===== src/pwr_halt_cfg.svh =====
`ifndef PWR_HALT_CFG_SVH
`define PWR_HALT_CFG_SVH
`define PMC2_ADDR 12'h000
`define MHC1_ADDR 12'h004
`define PMC2_MASK 8'hbc
`define MHC1_MASK 8'h3e
`define PMC2_RSVD 8'h43
`define MHC1_RSVD 8'hc1
`define PMC2_RESET 8'h00
`define MHC1_RESET 8'h00
`define BIT_VARIANT 7
`define BIT_DIRECT 5
`define DIV_LSB 2
`define DIV_MSB 4
`define BIT_SER 5
`define BIT_ADC 4
`define BIT_WDT 3
`define BIT_TMR2 2
`define BIT_TMR1 1
`endif


===== src/pwr_halt_pkg.sv =====
package pwr_halt_pkg;
  typedef enum logic [2:0] {MODE_ACTIVE, MODE_SLEEP, MODE_SUBSLEEP, MODE_STANDBY, MODE_DIRECT} sleep_target_t;
  typedef logic [7:0] reg8_t;
endpackage


===== src/ctrl_reg8.sv =====
`timescale 1ns/100ps
// ****************************************
// Masked 8-bit control register
// ****************************************
module ctrl_reg8
  import pwr_halt_pkg::*;
#(
  parameter logic [7:0] MASK = 8'hff,
  parameter logic [7:0] RESET = 8'h00
)
(
  input wire logic core_clk_i,
  input wire logic rst_i,
  input wire logic wr_i,
  input wire logic [7:0] wdata_i,
  output reg8_t q_o
);
  // Reserved positions never load
  always_ff @(posedge core_clk_i or posedge rst_i)
  begin
    if (rst_i)
      q_o <= RESET & MASK;
    else if (wr_i)
      q_o <= wdata_i & MASK;
  end
endmodule


===== src/clk_div_sel.sv =====
`timescale 1ns/100ps
// ****************************************
// Divider code to ratio decode
// ****************************************
module clk_div_sel
(
  input wire logic [2:0] code_i,
  output logic [6:0] ratio_o
);
  // Top bit low means undivided
  always_comb
  begin
    unique case (code_i)
      3'h4: ratio_o = 7'h08;
      3'h5: ratio_o = 7'h10;
      3'h6: ratio_o = 7'h20;
      3'h7: ratio_o = 7'h40;
      default: ratio_o = 7'h01;
    endcase
  end
endmodule


===== src/power_mode_and_module_halt_ctrl.sv =====
// Design decisions made here: the address map and the APB register port.
`timescale 1ns/100ps
`include "pwr_halt_cfg.svh"
// ****************************************
// Register map
// ****************************************
// Word at offset 0x000: power mode control
//   Bit 7: sleep variant select
//   Bit 6: reserved, reads zero
//   Bit 5: direct switch flag
//   Bits 4 to 2: active clock divider
//   Bits 1 and 0: reserved, read zero
// Word at offset 0x004: module halt control
//   Bits 7 and 6: reserved, read zero
//   Bit 5: serial port halt
//   Bit 4: converter halt
//   Bit 3: watchdog halt
//   Bit 2: second timer halt
//   Bit 1: first timer halt
//   Bit 0: reserved, reads zero
// ****************************************
// Bus behaviour
// ****************************************
//   Zero wait states, ready tied high
//   Writes need byte lane 0 strobed
//   Unmapped words answer with an error
//   Read data latched in the setup cycle
//   Only the low byte of a word is live
// ****************************************
// Sleep behaviour
// ****************************************
//   Target follows register and standby input
//   Divider reaches the clock only at sleep
//   Mode change pulse one cycle after sleep
// ****************************************
// Power mode and module halt control
// ****************************************
module power_mode_and_module_halt_ctrl
  import pwr_halt_pkg::*;
#(
  parameter int ADDR_W = 12
)
(
  input wire logic core_clk_i,
  input wire logic rst_i,
  input wire logic psel_i,
  input wire logic penable_i,
  input wire logic pwrite_i,
  input wire logic [ADDR_W-1:0] paddr_i,
  input wire logic [31:0] pwdata_i,
  input wire logic [3:0] pstrb_i,
  output logic [31:0] prdata_o,
  output logic pready_o,
  output logic pslverr_o,
  input wire logic deep_halt_select_i,
  input wire logic sleep_exec_i,
  input wire logic wdt_int_osc_i,
  output logic [6:0] active_div_ratio_o,
  output sleep_target_t sleep_target_o,
  output logic mode_change_o,
  output logic serial_port_halt_o,
  output logic adc_halt_o,
  output logic wdt_halt_o,
  output logic second_timer_halt_o,
  output logic first_timer_halt_o
);
  // ****************************************
  // Elaboration check
  // ****************************************
  if (ADDR_W < 3 || ADDR_W > 12)
  begin : g_bad
    $error("ADDR_W must be 3 to 12");
  end

  // Two registers need distinct words
  if (`PMC2_ADDR == `MHC1_ADDR)
  begin : g_bad_map
    $error("register offsets must differ");
  end

  // Reserved power mode bits must stay masked
  if ((`PMC2_MASK & `PMC2_RSVD) != 8'h00)
  begin : g_bad_pmc_mask
    $error("power mode mask covers reserved bits");
  end

  // Reserved halt bits must stay masked
  if ((`MHC1_MASK & `MHC1_RSVD) != 8'h00)
  begin : g_bad_mhc_mask
    $error("halt mask covers reserved bits");
  end

  // Offsets must fit the address port
  if (ADDR_W < 12 && (`MHC1_ADDR >> ADDR_W) != 0)
  begin : g_bad_reach
    $error("halt register beyond address range");
  end

  // ****************************************
  // APB decode
  // ****************************************
  logic wr_en;
  logic hit_pmc;
  logic hit_mhc;
  logic [11:0] addr12;
  reg8_t pmc_q;
  reg8_t mhc_q;
  logic [2:0] div_applied_q;
  logic [6:0] ratio;
  sleep_target_t target;
  logic [31:0] prdata_d;
  logic pslverr_d;
  logic [31:0] prdata_q;
  logic pslverr_q;
  // Per-register write strobes
  logic wr_pmc;
  logic wr_mhc;
  // Named field views of the stored bits
  logic sleep_variant_select;
  logic direct_switch_flag;
  logic active_clock_divider_msb;
  logic active_clock_divider_mid;
  logic active_clock_divider_lsb;
  logic [2:0] div_pending;
  logic serial_port_halt;
  logic adc_halt;
  logic wdt_halt;
  logic second_timer_halt;
  logic first_timer_halt;
  logic wdt_gate;

  // Zero-answer bus: always ready in the access phase
  assign addr12 = 12'(paddr_i);
  assign hit_pmc = (addr12 == `PMC2_ADDR);
  assign hit_mhc = (addr12 == `MHC1_ADDR);
  // Only byte lane 0 carries data; a write without it is dropped
  assign wr_en = psel_i && penable_i && pwrite_i && pstrb_i[0];
  assign pready_o = 1'b1;

  // ****************************************
  // Write strobes
  // ****************************************
  // One strobe per register, never both
  always_comb
  begin
    wr_pmc = 1'b0;
    wr_mhc = 1'b0;
    if (wr_en)
    begin
      if (hit_pmc)
        wr_pmc = 1'b1;
      else if (hit_mhc)
        wr_mhc = 1'b1;
    end
  end

  // ****************************************
  // Registers
  // ****************************************
  ctrl_reg8 #(.MASK(`PMC2_MASK), .RESET(`PMC2_RESET)) u_pmc (
    .core_clk_i(core_clk_i),
    .rst_i(rst_i),
    .wr_i(wr_pmc),
    .wdata_i(pwdata_i[7:0]),
    .q_o(pmc_q)
  );

  ctrl_reg8 #(.MASK(`MHC1_MASK), .RESET(`MHC1_RESET)) u_mhc (
    .core_clk_i(core_clk_i),
    .rst_i(rst_i),
    .wr_i(wr_mhc),
    .wdata_i(pwdata_i[7:0]),
    .q_o(mhc_q)
  );

  // ****************************************
  // Field views
  // ****************************************
  // Power mode fields by name
  assign sleep_variant_select = pmc_q[`BIT_VARIANT];
  assign direct_switch_flag = pmc_q[`BIT_DIRECT];
  // Divider as written, not yet applied
  assign active_clock_divider_msb = pmc_q[`DIV_MSB];
  assign active_clock_divider_mid = pmc_q[`DIV_LSB + 1];
  assign active_clock_divider_lsb = pmc_q[`DIV_LSB];
  assign div_pending = {active_clock_divider_msb, active_clock_divider_mid, active_clock_divider_lsb};

  // Halt fields by name
  assign serial_port_halt = mhc_q[`BIT_SER];
  assign adc_halt = mhc_q[`BIT_ADC];
  assign wdt_halt = mhc_q[`BIT_WDT];
  assign second_timer_halt = mhc_q[`BIT_TMR2];
  assign first_timer_halt = mhc_q[`BIT_TMR1];

  // ****************************************
  // Read path
  // ****************************************
  // Reserved bits already zero in storage
  always_comb
  begin
    prdata_d = 32'h0000_0000;
    pslverr_d = 1'b0;
    if (hit_pmc)
      prdata_d = {24'h000000, pmc_q};
    else if (hit_mhc)
      prdata_d = {24'h000000, mhc_q};
    else
      pslverr_d = 1'b1;
  end

  // Read data registered in the setup cycle
  always_ff @(posedge core_clk_i or posedge rst_i)
  begin
    if (rst_i)
    begin
      prdata_q <= 32'h0000_0000;
      pslverr_q <= 1'b0;
    end
    else if (psel_i && !penable_i)
    begin
      prdata_q <= pwrite_i ? 32'h0000_0000 : prdata_d;
      pslverr_q <= pslverr_d;
    end
  end

  assign prdata_o = prdata_q;
  assign pslverr_o = pslverr_q && psel_i && penable_i;

  // ****************************************
  // Sleep target selection
  // ****************************************
  // Direct flag outranks standby select
  // Standby select outranks the variant bit
  // Variant bit picks subsleep over light sleep
  // Purely combinational; sampled by the core at sleep
  always_comb
  begin
    if (direct_switch_flag)
      target = MODE_DIRECT;
    else if (deep_halt_select_i)
      target = MODE_STANDBY;
    else if (sleep_variant_select)
      target = MODE_SUBSLEEP;
    else
      target = MODE_SLEEP;
  end

  assign sleep_target_o = target;

  // ****************************************
  // Divider, applied only at sleep
  // ****************************************
  // Running clock must not glitch on a plain write
  always_ff @(posedge core_clk_i or posedge rst_i)
  begin
    if (rst_i)
      div_applied_q <= 3'h0;
    else if (sleep_exec_i)
      div_applied_q <= div_pending;
  end

  // Pulse one cycle after sleep is taken
  always_ff @(posedge core_clk_i or posedge rst_i)
  begin
    if (rst_i)
      mode_change_o <= 1'b0;
    else
      mode_change_o <= sleep_exec_i;
  end

  clk_div_sel u_div (
    .code_i(div_applied_q),
    .ratio_o(ratio)
  );

  assign active_div_ratio_o = ratio;

  // ****************************************
  // Module halt outputs
  // ****************************************
  // Straight from storage, high means halted
  assign serial_port_halt_o = serial_port_halt;
  assign adc_halt_o = adc_halt;
  // Internal oscillator keeps watchdog alive
  // Stored bit is kept, only its effect is masked
  assign wdt_gate = !wdt_int_osc_i;
  assign wdt_halt_o = wdt_halt && wdt_gate;
  assign second_timer_halt_o = second_timer_halt;
  assign first_timer_halt_o = first_timer_halt;
endmodule


===== config.mk =====
export PLATFORM = sky130hd
export DESIGN_NAME = power_mode_and_module_halt_ctrl
export DESIGN_NICKNAME = d
export VERILOG_FILES = /design/src/pwr_halt_pkg.sv /design/src/ctrl_reg8.sv /design/src/clk_div_sel.sv /design/src/power_mode_and_module_halt_ctrl.sv
export VERILOG_INCLUDE_DIRS = /design/src /design/src/src
export SDC_FILE = /design/constraint.sdc
export NUM_CORES = 1
export LEC_CHECK = 0
export ABC_AREA = 1
export BUFFER_PORTS_ARGS = -buffer_cell sky130_fd_sc_hd__buf_2
export CORE_MARGIN = 2
export CORE_UTILIZATION = 41
export DETAILED_ROUTE_END_ITERATION = 12
export PLACE_DENSITY = 0.81
export SLEW_MARGIN = 5
export SYNTH_ARGS = -nofsm -noshare
export SYNTH_HDL_FRONTEND = slang
export SYNTH_HIERARCHICAL = 1
export SYNTH_SLANG_ARGS = --single-unit

===== constraint.sdc =====
create_clock -name core_clk_i -period 0.8 [get_ports core_clk_i]
set_input_delay 0.12 -clock core_clk_i [delete_from_list [all_inputs] [get_ports core_clk_i]]
set_output_delay 0.12 -clock core_clk_i [all_outputs]
set_load 0.01 [all_outputs]

# Word level (Yosys, flattened, before mapping)
# Index checks and enable logic that the tools add are counted.
[totals]
regBits = 47
in_bits = 56
output_inout_bits = 50
wordCells = 35
[op_classes]
eq_ne = 5
n_mux = 14
reduce_logical = 10
[op_table]
columns = ["cell", "count"]
rows = [
  ["$mux W32", 1],
  ["$pmux W7 S4", 1],
  ["$eq A12 B3 Y1 const B", 1],
  ["$eq A3 B3 Y1 const B", 4],
  ["$logic_not A12 Y1", 1],
  ["$mux W8", 1],
  ["$logic_and A1 B1 Y1", 7],
  ["$mux W1", 7],
  ["$mux W6", 1],
  ["$mux W2", 2],
  ["$mux W3", 1],
  ["$logic_not A1 Y1", 2],
]

# Depth between registers and ports, before layout
[depth]
depth_word = 4
depth_mapped = 9

# By module
# Netlist, hierarchy kept.
[by_module_without_submodules]
columns = ["module", "n_inst", "cells_per_inst", "area_per_inst_um2"]
rows = [
  ["power_mode_and_module_halt_ctrl", 1, 128, 959.7],
  ["ctrl_reg8", 2, 26, 215.2],
  ["clk_div_sel", 1, 13, 58.8],
]

# Worst setup path before layout
# No wires, ideal clock.
[synth_path]
kind = "input to register"
from = "input port paddr_i[9]"
to = "register u_mhc.q_o[5]"
setup_ns = 0.117
arrival_time_ns = 1.131
setup_slack_ns = -0.448
cell_stages = 9
cell_sequence = "nor2_1 > nand2_1 > nor2_4 > buf_6 > nand2_1 > nor2_1 > inv_2 > nand2_1 > nand2_1"
[synth_between]
elab_chain_cells = 4
elab_cells_between_ends = 5
[synth_lines]
columns = ["element", "line", "rtl"]
rows = [
  ["start, declared", "power_mode_and_module_halt_ctrl.sv:49", "input wire logic [ADDR_W-1:0] paddr_i,"],
  ["$eq A12 B3 Y1 (no line)", "n/a", ""],
  ["$mux W1", "power_mode_and_module_halt_ctrl.sv:152", "else if (hit_mhc)"],
  ["$mux W1 *", "power_mode_and_module_halt_ctrl.sv:150", "if (hit_pmc)"],
  ["$mux W1 *", "power_mode_and_module_halt_ctrl.sv:148", "if (wr_en)"],
  ["named net wr_mhc", "power_mode_and_module_halt_ctrl.sv:117", "logic wr_mhc;"],
  ["end signal, assigned", "ctrl_reg8.sv:22", "q_o <= RESET & MASK;"],
  ["end signal, assigned", "ctrl_reg8.sv:24", "q_o <= wdata_i & MASK;"],
  ["end, declared", "ctrl_reg8.sv:16", "output reg8_t q_o"],
]
# Mark *: on every way through the listed nets, which the timed path passes. The rest lies on a longest branch.
# A chain may end at the register's enable or synchronous reset.

# Final worst setup path
[layout_path]
from = "register u_pmc.q_o[7]"
to = "output port sleep_target_o[1]"
[layout_between]
elab_chain_cells = 3
[layout_lines]
columns = ["element", "line", "rtl"]
rows = [
  ["start, declared", "ctrl_reg8.sv:16", ""],
  ["start signal, assigned", "ctrl_reg8.sv:22", ""],
  ["start signal, assigned", "ctrl_reg8.sv:24", ""],
  ["$mux W2", "power_mode_and_module_halt_ctrl.sv:242", "else if (sleep_variant_select)"],
  ["$mux W2", "power_mode_and_module_halt_ctrl.sv:240", "else if (deep_halt_select_i)"],
  ["$mux W3", "power_mode_and_module_halt_ctrl.sv:238", "if (direct_switch_flag)"],
  ["end, declared", "power_mode_and_module_halt_ctrl.sv:59", "output sleep_target_t sleep_target_o,"],
]
# No other way between the ends.

==> impl_metrics.json <==
{
  "run_status": "finished, violations left",
  "violations": "setup timing",
  "final-seq-area_sq_um": 577,
  "grt_setup_unrepaired": "true",
  "post_layout_nonfiller_instances": 325,
  "endpoint_required_time_on_the_critical_path_ns": 0.68,
  "tritoncts_buffers": 3,
  "setup_viol_count_final": 40,
  "final_period_minus_worst_setup_slack_ns": 1.23,
  "timing.critical_path.to": "sleep_target_o[1]",
  "final_util_pct": 64.3,
  "maxCapViolCount": 0,
  "design.final.nets": 336,
  "final_cycle_share_pct": 154,
  "fin_skew_ns": 0.0169,
  "path_clk_slew_ns": 0.13,
  "ranking_of_synthesized_cells_by_instance_count": "nand2_1 (71), buf_4 (33), dfrtp_1 (23)",
  "synth.yosys.seq_area_share_pct": 39.7,
  "first_global_vias": 1231,
  "combPwrFrac_pct": 16.6,
  "worst-path-max-fanout": 3,
  "grt_start_max_net_pins": 14,
  "syn_area_cell_sq_um": 7.51,
  "top_reg_cell_synth": "dfrtp_1",
  "critical_path_arrival_ns": 1.11,
  "vias_per_cell": 4.24,
  "routed-wl-met3_um": 193,
  "synth_enable_flop_cells": 0,
  "hold_viol": 0,
  "power.total_w": 0.00206,
  "numClockSinks": 23,
  "slowest_stage_cell_on_the_critical_path": "dfrtp_1",
  "wl_per_cell_um": 10.7,
  "setup_ws_ns": -0.429,
  "clkPwrFrac_pct": 26.5,
  "clk_root_buffer_cell": "clkbuf_4",
  "synth.most_common_cell": "nand2_1",
  "num_vias": 1378,
  "grt_first_pass_wirelength_mm": 5.30,
  "wl_mm": 3.49,
  "port-buffer-count": 49,
  "antenna_cells": 0,
  "finalMaxSlewViolations": 0,
  "critPathMaxStageDelay_ns": 0.46,
  "ys_top_cells_by_area": "dfrtp_1 (40%), nand2_1 (18%), buf_4 (17%)",
  "timing.critical_path.buf_inv": 1,
  "synth_top_area_share_pct": 39.7,
  "final_antenna_net_count": 0,
  "setup.worst_path.start": "u_pmc/q_o[7]",
  "internal_power_w": 0.00150,
  "power_per_cell_area_nw_per_um2": 954,
  "fp.coreArea_sq_um": 3360,
  "power_leakage_nw": 1.28,
  "syn_inst": 193,
  "post-route-drc-count": 0,
  "regToRegStartpoint": "u_pmc/q_o[5]",
  "drive_gt1_share_pct": 49.1,
  "setup.worst_path.start_class": "flip-flop",
  "met2_length_mm": 1.77,
  "ys_async_rst_share_pct": 100,
  "share_seq_of_total_power_pct": 56.9,
  "fp.dieH_um": 63.4,
  "rows": 21,
  "hpwlAfterDp_mm": 2.41,
  "io_pins": 106,
  "reg2reg_slack_ns": -0.13,
  "worst_setup_path_end_kind": "output port",
  "timing.critical_path.mode_cell": "nor2_1",
  "timing.hold.worst.class": "in2reg",
  "groute.usage.overall_pct": 16.5,
  "netSwitchingPower_w": 0.000567,
  "max_clock_freq_mhz": 814,
  "die-width_um": 63.4,
  "synth.cell_area_sq_um": 1450,
  "top_cell_family_by_delay_on_the_critical_path": "flip-flops",
  "grt.overflow.total": 0,
  "wl_met1_mm": 1.46,
  "multiInputGateArea_sq_um": 805,
  "worst_hold_slack_ns": 0.00439,
  "final.fill_count": 302,
  "numPlacedInstances": 294,
  "top_signal_layer_used": "met4",
  "drt_pre_antenna_iters": 4,
  "worst_hold_startpoint": "pwdata_i[7]",
  "longest_clk_path_bufs": 2,
  "number_of_antenna_violations_at_the_first_check_in_global_routing": 0,
  "yosysTopAreaCell": "dfrtp_1",
  "reg2reg_to": "prdata_o[5]",
  "worst_ir_drop_vdd_v": 0.000940,
  "gp_congestion": 0.753,
  "number_of_synthesized_register_bits": 23,
  "cts_tree": "done",
  "r2r.worst_path.cells": 5,
  "initial_utilization_pct": 43.1,
  "swShare_pct": 27.5,
  "synth_cell_types": 19,
  "ys.warnings.count": 6,
  "first_iter_violations": 30,
  "htree_levels": 1,
  "cp_cell_sequence": "nor2_1, nor2_1, buf_2",
  "timing.critical_path.depth": 3,
  "die-area_sq_um": 4030,
  "timing_worst_setup_path_type": "reg2out",
  "area_delta_synth_final_pct": 49.2,
  "insertion_delay_to_the_later_sink_of_the_worst_skew_pair_ns": 0.33
}
-- logic make-up after synthesis --
kind of cell,after synthesis,share of synthesized area (%)
AO/OA/AOI/OAI,2,0.690
buffers and inverters,50,22.0
flip-flops,23,39.7
multiplexers,3,2.33
other,5,1.30
AND/OR/NAND/NOR,110,33.9
-- registers in the layout, summed over array words and instances, names as in the netlist --
register and flops:
u_mhc/q_o 5, u_pmc/q_o 5, pslverr_q 1, div_applied_q 3
prdata_o 8, mode_change_o 1
-- how the worst min path moves through the flow --
stage | slack [ns] | end | cells past startpoint
after global routing | 0.001 | u_pmc/q_o[7] | 3
after detailed placement | 0.05 | u_pmc/q_o[4] | 2
after CTS | 0.006 | u_mhc/q_o[3] | 3
final | 0.004 | u_pmc/q_o[7] | 3
after floorplan | -0.10 | u_mhc/q_o[1] | 1
after global placement | 0.04 | u_pmc/q_o[2] | 2
-- final cells by class --
class | instances | area share (%)
multi-input combinational | 148 | 37.2
timing repair buffer | 88 | 29.3
sequential | 23 | 26.7
inverter | 16 | 2.89
tap | 46 | 2.66
clock buffer | 3 | 1.04
clock inverter | 1 | 0.231
-- power by group through the flow --
stage	Combinational, W	Clock (W)	Sequential [W]
2_1_floorplan	0.000275	0	0.00120
3_3_place_gp	0.000277	0	0.00120
3_5_place_dp	0.000283	0	0.00120
4_1_cts	0.000308	0.000546	0.00117
5_1_grt	0.000382	0.000598	0.00118
6_report	0.000343	0.000546	0.00117
-- layer usage --
| layer | GRT usage [%] | vias to the layer above |
|---|---|---|
| met5 | 0 | - |
| met2 | 27.0 | 47 |
| met4 | 4.08 | 0 |
| li1 | - | 692 |
| met1 | 21.6 | 630 |
| met3 | 4.82 | 9 |
-- layout by cell type, fill, tap and decap left out --
master and instances:
buf_4 22, buf_6 18, nor2_2 1, conb_1 33, nand3_2 7, dfrtp_1 22
mux2_2 2, inv_4 1, or2_4 1, nand2_4 2, buf_2 43, mux2_4 1
nor2_1 8, nand2_2 17, clkinv_2 1, clkbuf_4 3, inv_2 6, nor2_8 2
o21ai_1 1, inv_1 9, nand4_1 1, dlygate4sd3_1 5, nand2_1 53, nor2_4 8
dfrtp_2 1, a21oi_2 1, nand3_1 10
-- worst min-delay path, cell delays in order --
cell     delay [ns]
buf_2          0.08
nand2_1        0.05
nand2_1        0.06
-- timing repair --
item	CTS	global route
endpoints found under the setup margin	31	42
buffers inserted	15	8
pin swaps	5	24
endpoints found under the hold margin	26	1
gates resized for setup	10	39
hold buffers	4	1
-- stage by stage --
stage | worst slack, ns | TNS, ns | area (sq um)
CTS | -0.400 | -6.06 | 1970
detailed placement | -0.374 | -5.43 | 1740
global route | -0.498 | -8.34 | 2160
finish | -0.429 | -6.68 | 2160
global placement | -0.337 | -4.92 | 1740
floorplan | -0.294 | -3.36 | 1610
Note: power is estimated with default switching activity, not from simulation.
